File: config.mk
export PLATFORM = sky130hd
export DESIGN_NAME = agss_switcher
export DESIGN_NICKNAME = d
export VERILOG_FILES = /design/src/core/agss_pkg.sv /design/src/core/agss_switcher.sv
export VERILOG_INCLUDE_DIRS = /design/src /design/src/core
export SDC_FILE = /design/constraint.sdc
export NUM_CORES = 2
export LEC_CHECK = 0
export BUFFER_PORTS_ARGS = -buffer_cell sky130_fd_sc_hd__buf_2
export CAP_MARGIN = 40
export CELL_PAD_IN_SITES_DETAIL_PLACEMENT = 1
export CELL_PAD_IN_SITES_GLOBAL_PLACEMENT = 2
export CORE_MARGIN = 1.5
export CORE_UTILIZATION = 25
export CTS_CLUSTER_SIZE = 24
export DETAILED_ROUTE_END_ITERATION = 6
export HOLD_SLACK_MARGIN = 0.02
export PLACE_DENSITY = 0.62
export SLEW_MARGIN = 20
export SYNTH_ARGS = -nofsm -noshare
export SYNTH_HDL_FRONTEND = slang
export SYNTH_SLANG_ARGS = --single-unit
File: constraint.sdc
create_clock -name mclk -period 103.5 [get_ports mclk]
set_input_delay 10.35 -clock mclk [delete_from_list [all_inputs] [get_ports mclk]]
set_output_delay 10.35 -clock mclk [all_outputs]
set_load 0.01 [all_outputs]
File: src/core/agss_defs.svh
`ifndef AGSS_DEFS_SVH
`define AGSS_DEFS_SVH

// Register byte offsets
`define AGSS_ADDR_CTRL 8'h00
`define AGSS_ADDR_PARAM0 8'h04
`define AGSS_ADDR_STATUS 8'h2C
`define AGSS_ADDR_ACT_PLG 8'h30
`define AGSS_ADDR_ACT_MFG 8'h34
`define AGSS_ADDR_ACT_MFC 8'h38

// Control register fields
`define AGSS_MODE_MSB 3
`define AGSS_MODE_LSB 0
`define AGSS_COND_MSB 6
`define AGSS_COND_LSB 4
`define AGSS_METH_MSB 9
`define AGSS_METH_LSB 8
`define AGSS_SLT_BIT 12
`define AGSS_CTRL_MASK 32'h0000137F

// Field encodings
`define AGSS_MODE_AUTO1 4'h2
`define AGSS_METH_POS 2'h0
`define AGSS_COND_POSITIONING_DONE_ON 3'h0
`define AGSS_COND_POSITIONING_DONE_OFF 3'h1
`define AGSS_COND_NEAR_ON 3'h2
`define AGSS_COND_NEAR_OFF 3'h3
`define AGSS_COND_REF_IDLE 3'h4
`define AGSS_COND_REF_ON 3'h5

// Parameter table indices
`define AGSS_IDX_WAIT1 4'h0
`define AGSS_IDX_WAIT2 4'h1
`define AGSS_IDX_RAMP1 4'h2
`define AGSS_IDX_RAMP2 4'h3
`define AGSS_IDX_PLG1 4'h4
`define AGSS_IDX_PLG2 4'h5
`define AGSS_IDX_MFG1 4'h6
`define AGSS_IDX_MFG2 4'h7
`define AGSS_IDX_MFC1 4'h8
`define AGSS_IDX_MFC2 4'h9
`define AGSS_NUM_PARAMS 10

// Ranges and reset values
`define AGSS_TIME_MIN 16'h0000
`define AGSS_TIME_MAX 16'hFFFF
`define AGSS_TIME_RST 16'h0000
`define AGSS_GAIN_MIN 16'h000A
`define AGSS_GAIN_MAX 16'h4E20
`define AGSS_PLG_RST 16'h0190
`define AGSS_MFG_RST 16'h01F4
`define AGSS_CORR_MIN 16'h01F4
`define AGSS_CORR_MAX 16'h07D0
`define AGSS_CORR_RST 16'h03E8

// Timing
`define AGSS_MS_PERIOD_NS 1000000
`define AGSS_CLK_PERIOD_NS 10

`endif

File: src/core/agss_pkg.sv
package agss_pkg;

  // One complete gain set as it travels to the servo loops
  typedef struct packed {
    logic [15:0] plg;
    logic [15:0] mfg;
    logic [15:0] mfc;
  } agss_gains_t;

  // Switcher sequence
  typedef enum logic [1:0] {
    ST_STEADY = 2'b00,
    ST_WAIT = 2'b01,
    ST_RAMP = 2'b10
  } agss_state_t;

endpackage

File: src/core/agss_switcher.sv
`timescale 1ns/1ps
`include "agss_defs.svh"
// What this block does
// - Automatic switching only under position control
// - Condition A true: set 1 to 2
// - Condition A false: set 2 to 1
// - Decode six condition A codes
// - Other methods: even code set 1, odd 2
// - Wait configured time before any ramp starts
// - Ramp linearly, done exactly at switching time
// - Two position loop gains, 10..20000, default 400
// - Two model-following gains, 10..20000, default 500
// - Two corrections, 500..2000, default 1000
// - Switching works for PI and I-P
// - Four times, 0..65535 ms, default 0, immediate
module agss_switcher #(
  parameter int MS_TICK_CYCLES = `AGSS_MS_PERIOD_NS / `AGSS_CLK_PERIOD_NS
) (
  input wire logic mclk,
  input wire logic sys_rst,
  input wire logic [7:0] wb_adr_i,
  input wire logic [31:0] wb_dat_i,
  output logic [31:0] wb_dat_o,
  input wire logic wb_we_i,
  input wire logic [3:0] wb_sel_i,
  input wire logic wb_cyc_i,
  input wire logic wb_stb_i,
  output logic wb_ack_o,
  input wire logic positioningDone,
  input wire logic nearPosition,
  input wire logic posRefFilterZero,
  input wire logic posRefInput,
  output agss_pkg::agss_gains_t activeGains,
  output logic activeSetSecond,
  output logic ramping
);
  import agss_pkg::*;

  localparam int TICK_W = $clog2(MS_TICK_CYCLES + 1);

  // Per-entry limits and reset values of the parameter table
  localparam logic [15:0] P_MIN [0:9] = '{`AGSS_TIME_MIN, `AGSS_TIME_MIN,
    `AGSS_TIME_MIN, `AGSS_TIME_MIN, `AGSS_GAIN_MIN, `AGSS_GAIN_MIN,
    `AGSS_GAIN_MIN, `AGSS_GAIN_MIN, `AGSS_CORR_MIN, `AGSS_CORR_MIN};
  localparam logic [15:0] P_MAX [0:9] = '{`AGSS_TIME_MAX, `AGSS_TIME_MAX,
    `AGSS_TIME_MAX, `AGSS_TIME_MAX, `AGSS_GAIN_MAX, `AGSS_GAIN_MAX,
    `AGSS_GAIN_MAX, `AGSS_GAIN_MAX, `AGSS_CORR_MAX, `AGSS_CORR_MAX};
  localparam logic [15:0] P_RST [0:9] = '{`AGSS_TIME_RST, `AGSS_TIME_RST,
    `AGSS_TIME_RST, `AGSS_TIME_RST, `AGSS_PLG_RST, `AGSS_PLG_RST,
    `AGSS_MFG_RST, `AGSS_MFG_RST, `AGSS_CORR_RST, `AGSS_CORR_RST};

  logic [31:0] ctrl_r; // Mode, condition, control method, loop type
  logic [15:0] param_r [0:9]; // Waits, ramps and both gain sets
  agss_state_t state_r; // Sequence state
  logic tgtSecond_r; // Set being approached
  logic setSecond_r; // Set currently in force
  agss_gains_t gains_r; // Gains driven to the loops
  agss_gains_t src_r; // Gains captured when a move started
  logic [15:0] msCnt_r; // Whole milliseconds in the current phase
  logic [TICK_W-1:0] tickCnt_r; // Clock cycles within one millisecond
  logic ack_r; // Bus acknowledge
  logic ramping_r; // Ramp in progress, kept in a flop for the output pin
  logic [31:0] rdat_r; // Bus read data

  logic busReq; // Fresh request this cycle
  logic busWr; // Write that lands at the acknowledged edge
  logic [3:0] mode; // Switch selector field
  logic [2:0] condCode; // Condition A field
  logic posCtrl; // Position control active
  logic autoEn; // Automatic switching live
  logic condA; // Decoded condition A
  logic wantSecond; // Set that the condition asks for
  logic msTick; // One-millisecond strobe
  logic [15:0] waitTime; // Waiting time of the pending move
  logic [15:0] rampTime; // Switching time of the pending move
  agss_gains_t set1; // Gain set 1 as programmed
  agss_gains_t set2; // Gain set 2 as programmed
  agss_gains_t tgtGains; // Gains of the target set
  agss_gains_t lerpGains; // Interpolated gains for the ramp
  logic [16:0] frac; // Ramp progress, 1.0 equals 17'h10000

  assign busReq = wb_cyc_i && wb_stb_i && !ack_r;
  // Writes land on the edge where the master samples ack, while it still holds the request
  assign busWr = wb_cyc_i && wb_stb_i && wb_we_i && ack_r;
  assign mode = ctrl_r[`AGSS_MODE_MSB:`AGSS_MODE_LSB];
  assign condCode = ctrl_r[`AGSS_COND_MSB:`AGSS_COND_LSB];
  assign posCtrl = ctrl_r[`AGSS_METH_MSB:`AGSS_METH_LSB] == `AGSS_METH_POS;
  // Loop type bit is deliberately not a term here: PI and I-P both switch
  assign autoEn = posCtrl && (mode == `AGSS_MODE_AUTO1);
  assign set1 = '{plg: param_r[`AGSS_IDX_PLG1], mfg: param_r[`AGSS_IDX_MFG1],
    mfc: param_r[`AGSS_IDX_MFC1]};
  assign set2 = '{plg: param_r[`AGSS_IDX_PLG2], mfg: param_r[`AGSS_IDX_MFG2],
    mfc: param_r[`AGSS_IDX_MFC2]};
  assign tgtGains = tgtSecond_r ? set2 : set1;
  // Target 2 uses the first timings, target 1 the second
  assign waitTime = tgtSecond_r ? param_r[`AGSS_IDX_WAIT1] : param_r[`AGSS_IDX_WAIT2];
  assign rampTime = tgtSecond_r ? param_r[`AGSS_IDX_RAMP1] : param_r[`AGSS_IDX_RAMP2];

  // Byte-lane merge of a 16-bit field
  function automatic logic [15:0] laneMerge(input logic [15:0] old,
                                            input logic [31:0] dat,
                                            input logic [3:0] sel);
    laneMerge = {sel[1] ? dat[15:8] : old[15:8], sel[0] ? dat[7:0] : old[7:0]};
  endfunction

  // Linear interpolation; exact at both ends since frac reaches 1.0
  function automatic logic [15:0] lerp(input logic [15:0] a,
                                       input logic [15:0] b,
                                       input logic [16:0] f);
    logic signed [17:0] d;
    logic signed [35:0] p;
    logic signed [35:0] s;
    d = $signed({2'b00, b}) - $signed({2'b00, a});
    p = d * $signed({1'b0, f});
    s = $signed({4'h0, a, 16'h0000}) + p;
    lerp = s[31:16];
  endfunction

  // Condition A decode; unused codes read as not satisfied
  always_comb begin
    case (condCode)
      `AGSS_COND_POSITIONING_DONE_ON: condA = positioningDone;
      `AGSS_COND_POSITIONING_DONE_OFF: condA = !positioningDone;
      `AGSS_COND_NEAR_ON: condA = nearPosition;
      `AGSS_COND_NEAR_OFF: condA = !nearPosition;
      `AGSS_COND_REF_IDLE: condA = posRefFilterZero && !posRefInput;
      `AGSS_COND_REF_ON: condA = posRefInput;
      default: condA = 1'b0;
    endcase
  end

  // Set wanted now: condition in auto, fixed by code parity under other methods, held in manual position mode
  always_comb begin
    if (autoEn) begin
      wantSecond = condA;
    end else if (!posCtrl) begin
      wantSecond = condCode[0];
    end else begin
      wantSecond = setSecond_r;
    end
  end

  // Ramp progress; division done once for all three gains
  always_comb begin
    if (rampTime == 16'h0000 || msCnt_r >= rampTime) begin
      frac = 17'h10000;
    end else begin
      frac = 17'(({msCnt_r, 16'h0000}) / {16'h0000, rampTime});
    end
    lerpGains.plg = lerp(src_r.plg, tgtGains.plg, frac);
    lerpGains.mfg = lerp(src_r.mfg, tgtGains.mfg, frac);
    lerpGains.mfc = lerp(src_r.mfc, tgtGains.mfc, frac);
  end

  // Wishbone acknowledge, one cycle after the strobe, never twice in a row
  always_ff @(posedge mclk) begin
    if (sys_rst) begin
      ack_r <= 1'b0;
    end else begin
      ack_r <= busReq;
    end
  end

  // Read mux; unmapped offsets answer zero
  always_ff @(posedge mclk) begin
    if (sys_rst) begin
      rdat_r <= 32'h00000000;
    end else if (busReq && !wb_we_i) begin
      if (wb_adr_i == `AGSS_ADDR_CTRL) begin
        rdat_r <= ctrl_r;
      end else if (wb_adr_i >= `AGSS_ADDR_PARAM0 && wb_adr_i < `AGSS_ADDR_STATUS &&
                   wb_adr_i[1:0] == 2'b00) begin
        rdat_r <= {16'h0000, param_r[4'(wb_adr_i[7:2] - 6'h01)]};
      end else if (wb_adr_i == `AGSS_ADDR_STATUS) begin
        rdat_r <= {27'h0000000, autoEn, tgtSecond_r, setSecond_r, state_r};
      end else if (wb_adr_i == `AGSS_ADDR_ACT_PLG) begin
        rdat_r <= {16'h0000, gains_r.plg};
      end else if (wb_adr_i == `AGSS_ADDR_ACT_MFG) begin
        rdat_r <= {16'h0000, gains_r.mfg};
      end else if (wb_adr_i == `AGSS_ADDR_ACT_MFC) begin
        rdat_r <= {16'h0000, gains_r.mfc};
      end else begin
        rdat_r <= 32'h00000000;
      end
    end
  end

  // Control register; unused bits stay zero
  always_ff @(posedge mclk) begin
    if (sys_rst) begin
      ctrl_r <= 32'h00000000;
    end else if (busWr && wb_adr_i == `AGSS_ADDR_CTRL) begin
      ctrl_r <= {laneMerge(ctrl_r[31:16], wb_dat_i >> 16, wb_sel_i >> 2),
                 laneMerge(ctrl_r[15:0], wb_dat_i, wb_sel_i)} & `AGSS_CTRL_MASK;
    end
  end

  // Parameter table; a write outside the legal range is dropped whole
  genvar gi;
  generate
    for (gi = 0; gi < `AGSS_NUM_PARAMS; gi++) begin : g_param
      logic [15:0] mergedVal; // Value after byte-lane merge
      assign mergedVal = laneMerge(param_r[gi], wb_dat_i, wb_sel_i);
      always_ff @(posedge mclk) begin
        if (sys_rst) begin
          param_r[gi] <= P_RST[gi];
        end else if (busWr && wb_adr_i == 8'(`AGSS_ADDR_PARAM0 + 4 * gi) &&
                     mergedVal >= P_MIN[gi] && mergedVal <= P_MAX[gi]) begin
          param_r[gi] <= mergedVal;
        end
      end
    end
  endgenerate

  // Millisecond strobe, restarted only while the sequencer sits in steady
  assign msTick = tickCnt_r == TICK_W'(MS_TICK_CYCLES - 1);
  always_ff @(posedge mclk) begin
    if (sys_rst || state_r == ST_STEADY || msTick) begin
      tickCnt_r <= '0;
    end else begin
      tickCnt_r <= tickCnt_r + 1'b1;
    end
  end

  // Sequencer: steady, wait, ramp. Times are read live so edits act at once
  always_ff @(posedge mclk) begin
    if (sys_rst) begin
      state_r <= ST_STEADY;
      ramping_r <= 1'b0;
      tgtSecond_r <= 1'b0;
      setSecond_r <= 1'b0;
      msCnt_r <= 16'h0000;
      src_r <= '{plg: `AGSS_PLG_RST, mfg: `AGSS_MFG_RST, mfc: `AGSS_CORR_RST};
      gains_r <= '{plg: `AGSS_PLG_RST, mfg: `AGSS_MFG_RST, mfc: `AGSS_CORR_RST};
    end else if (!autoEn) begin
      // Fixed set, no timing; any move in flight is dropped
      state_r <= ST_STEADY;
      ramping_r <= 1'b0;
      setSecond_r <= wantSecond;
      tgtSecond_r <= wantSecond;
      msCnt_r <= 16'h0000;
      gains_r <= wantSecond ? set2 : set1;
    end else begin
      case (state_r)
        ST_STEADY: begin
          if (wantSecond != setSecond_r) begin
            state_r <= ST_WAIT;
            tgtSecond_r <= wantSecond;
            src_r <= gains_r;
            msCnt_r <= 16'h0000;
          end else begin
            // Track parameter edits of the set in force
            gains_r <= setSecond_r ? set2 : set1;
          end
        end
        ST_WAIT: begin
          if (wantSecond != tgtSecond_r) begin
            // Condition reverted: gains held in the wait, steady reloads the set in force
            state_r <= ST_STEADY;
            tgtSecond_r <= setSecond_r;
            msCnt_r <= 16'h0000;
          end else if (msCnt_r >= waitTime) begin
            state_r <= ST_RAMP;
            ramping_r <= 1'b1;
            src_r <= gains_r;
            msCnt_r <= 16'h0000;
          end else if (msTick) begin
            msCnt_r <= msCnt_r + 16'h0001;
          end
        end
        ST_RAMP: begin
          if (wantSecond != tgtSecond_r) begin
            // Reverse from wherever the ramp has reached
            state_r <= ST_WAIT;
            ramping_r <= 1'b0;
            tgtSecond_r <= wantSecond;
            setSecond_r <= !wantSecond;
            src_r <= gains_r;
            msCnt_r <= 16'h0000;
          end else if (msCnt_r >= rampTime) begin
            state_r <= ST_STEADY;
            ramping_r <= 1'b0;
            setSecond_r <= tgtSecond_r;
            gains_r <= tgtGains;
            msCnt_r <= 16'h0000;
          end else begin
            gains_r <= lerpGains;
            if (msTick) begin
              msCnt_r <= msCnt_r + 16'h0001;
            end
          end
        end
        default: begin
          state_r <= ST_STEADY;
          ramping_r <= 1'b0;
        end
      endcase
    end
  end

  assign wb_ack_o = ack_r;
  assign wb_dat_o = rdat_r;
  assign activeGains = gains_r;
  assign activeSetSecond = setSecond_r;
  assign ramping = ramping_r;
endmodule
==> impl_metrics.csv <==
group,metric,value,unit
timing,skew,0.0315,ns
synth,synth_area_leaders,"fa_1 (19%), ha_1 (14%), edfxtp_1 (6.5%)",
floorplan,design.core.area,295000,µm²
floorplan,dieWidth,548,µm
place,dpl.hpwl,246,mm
timing,slew_violations,0,
drt,drt-initial-drc-count,3979,
finish,syn_to_final_growth,11.7,%
floorplan,dieArea,301000,µm²
flow_run,maxCapViolCount,0,
finish,drive_gt1_share,10.2,%
finish,mostFrequentLayoutCells,"inv_1 (1,043), nand2_1 (949), nor2_1 (882)",
critical_path,crit_buf_inv,36,
place,place.gp.congestion,0.887,
place,pre_cts_ws,0.377,ns
synth,synthesis.area,74300,µm²
min_path,hold_class,"reg -> reg",
global_route,grt_pass1_vias,73511,
clock_tree,cts.htree.levels,2,
critical_path,endpoint_kind,"flop",
critical_path,cp_slowest_cell,"or4_1",
synth,synthArstFlopShare,0,%
finish,fin_nets,10843,
synth,synth_edf_count,160,
timing,setup_ws,7.57,ns
clock_tree,cts_tree,"done",
clock_tree,cts_root_buffer,"clkbuf_16",
critical_path,worstPathArrival,96.45,ns
clock_tree,clockBufferDepth,3,
synth,syn_inst,9164,
synth,ys.flop_type,"dfxtp_1",
floorplan,pin_count,136,
synth,yosys.area.top_type_share,19.3,%
drt,dr.pass1.iters,6,
timing,period_needed,95.93,ns
critical_path,cp_max_fo,22,
drt,routed_via_density,5.21,
global_route,grt_max_degree,87,
timing,hold_viol,0,
drt,detail_route.wl_per_cell,23.2,µm
critical_path,critPathTopFamily,"compound AO/OA/AOI/OAI gates",
global_route,grt.total_usage,20.0,%
synth,syn_area_per_cell,8.11,µm²
drt,ant_nets,0,
critical_path,crit_top_cell,"o21ai_0",
global_route,overflow,0,
synth,yosysWarnings,0,
critical_path,slowest_delay,0.63,ns
timing,max_freq,0.0104,GHz
synth,ys_seq_elements,321,
synth,synth_top_cell_by_area,"fa_1",
critical_path,worst_ep_required_time,104.03,ns
critical_path,start_kind,"flop",
drt,drt-total-wl,306,mm
floorplan,start_util,25.2,%
floorplan,num_rows,199,
status,status,"finished, final reports clean",
finish,n_fill_cell,35144,
clock_tree,clock_latency,0.60,ns
clock_tree,clkTransAtPathRegs,0.07,ns
global_route,antenna_found_initial,6,
clock_tree,numCtsBuffers,39,
drt,route.vias.total,68762,
synth,ys_types,156,
timing,max_slew_margin,37.4,%
floorplan,die_height,548,µm
timing,worst_slew_pin_slew,0.939,ns
critical_path,path_class,"reg -> reg",
synth,ys_seq_area_share,10.8,%
finish,final_common_cell,"inv_1",
global_route,grt_pass1_wl,466,mm
clock_tree,cts.sinks,321,
place,port_buffers,101,
timing,period_share,92.7,%
timing,setup_viol,0,
drt,drc,0,
==> routing by layer <==
metal  GRT usage, %  part of all wire (%)  vias to the layer above
li1               -                     -                    31895
met1           27.2                    47                    35328
met2           34.3                    47                     1207
met3           1.54                   3.5                      324
met4           4.70                   2.6                        8
met5              0                 0.017                        -
==> repair_timing <==
action,CTS,global route
gates cloned,0,2
pin swaps,0,14
hold buffers,0,0
resized for setup,1,118
setup endpoints to repair,20,48
setup buffers,0,18
==> per-stage QoR <==
| stage | cells | hold slack, ns | TNS (ns) | util [%] | cell area (µm²) |
|---|---|---|---|---|---|
| global placement | 13076 | 0.437 | 0 | 27.3 | 80600 |
| detailed placement | 13097 | 0.469 | 0 | 27.4 | 80900 |
| finish | 13202 | 0.484 | 0 | 28.2 | 83000 |
| CTS | 13169 | 0.483 | 0 | 27.9 | 82100 |
| floorplan | 9193 | 0.426 | 0 | - | 74400 |
| global route | 13200 | 0.530 | -0.631 | 28.2 | 83000 |
==> final cells by class <==
| cell class | count | area (µm²) | area share, % |
|---|---|---|---|
| Multi-Input combinational cell | 7435 | 61800 | 74.5 |
| Sequential cell | 321 | 8030 | 9.68 |
| Tap cell | 3919 | 4900 | 5.91 |
| Inverter | 1048 | 3940 | 4.74 |
| Timing Repair Buffer | 405 | 3090 | 3.72 |
| Clock buffer | 52 | 1050 | 1.27 |
| Clock inverter | 20 | 165 | 0.199 |
| Antenna cell | 2 | 5.00 | 0.00603 |
==> worst reg2reg max path, delay by kind of cell (launching register included) <==
kind	cells	cell delay (ns)
AO/OA/AOI/OAI	252	49.34
XOR/XNOR	1	0.13
adder cells (fa/ha/maj)	39	12.96
buffers and inverters	36	6.60
flip-flops	1	0.51
multiplexers	5	1.72
AND/OR/NAND/NOR	136	24.59
==> logic make-up after synthesis <==
group           synth area share (%)
simple gates                    19.6
compound gates                  19.0
fa+ha+maj                       33.2
buf+inv                         7.49
xor+xnor                        4.36
mux                             5.50
flops                           10.8
other cells                  0.00505
==> Yosys cell counts, drive strengths merged (21+ instances only) <==
library cell / n
and3: 89
fa: 718
o211ai: 80
nor3: 171
nand3: 146
mux4: 32
a21oi: 650
nand2b: 196
or2: 43
clkbuf: 315
nor3b: 31
o21ai: 350
o221ai: 25
nor2: 911
xnor2: 235
xor2: 130
a211oi: 95
a22oi: 35
o21a: 126
a21boi: 26
mux2i: 169
o22ai: 40
and4: 21
nand4: 91
or4: 27
ha: 822
a21o: 194
nand2: 953
mux2: 142
nor2b: 86
nor4: 44
buf: 75
dfxtp: 161
a221o: 22
a221oi: 33
o21bai: 60
or3: 109
edfxtp: 160
inv: 1047
and2: 74
a31oi: 57
o31ai: 87
==> state kept, by name, summed over array words and instances, names as in the netlist, 2 cells and up <==
| register | count |
|---|---|
| param_r | 160 |
| activeGains | 48 |
| src_r | 48 |
| tickCnt_r | 17 |
| msCnt_r | 16 |
| wb_dat_o | 16 |
| ctrl_r | 10 |
| state_r | 2 |
==> final timing paths <==
kind | startpoint | to | cells after the start | slack [ns]
hold / removal | tickCnt_r[0] | tickCnt_r[0] | 1 | 0.48
setup reg to reg | tgtSecond_r | activeGains[46] | 469 | 7.57
hold reg to reg | tickCnt_r[0] | tickCnt_r[0] | 1 | 0.48
setup / recovery | tgtSecond_r | activeGains[46] | 469 | 7.57
Power is not shown: default switching activity piles up to over one toggle a cycle in this logic, so the estimate is an artifact.
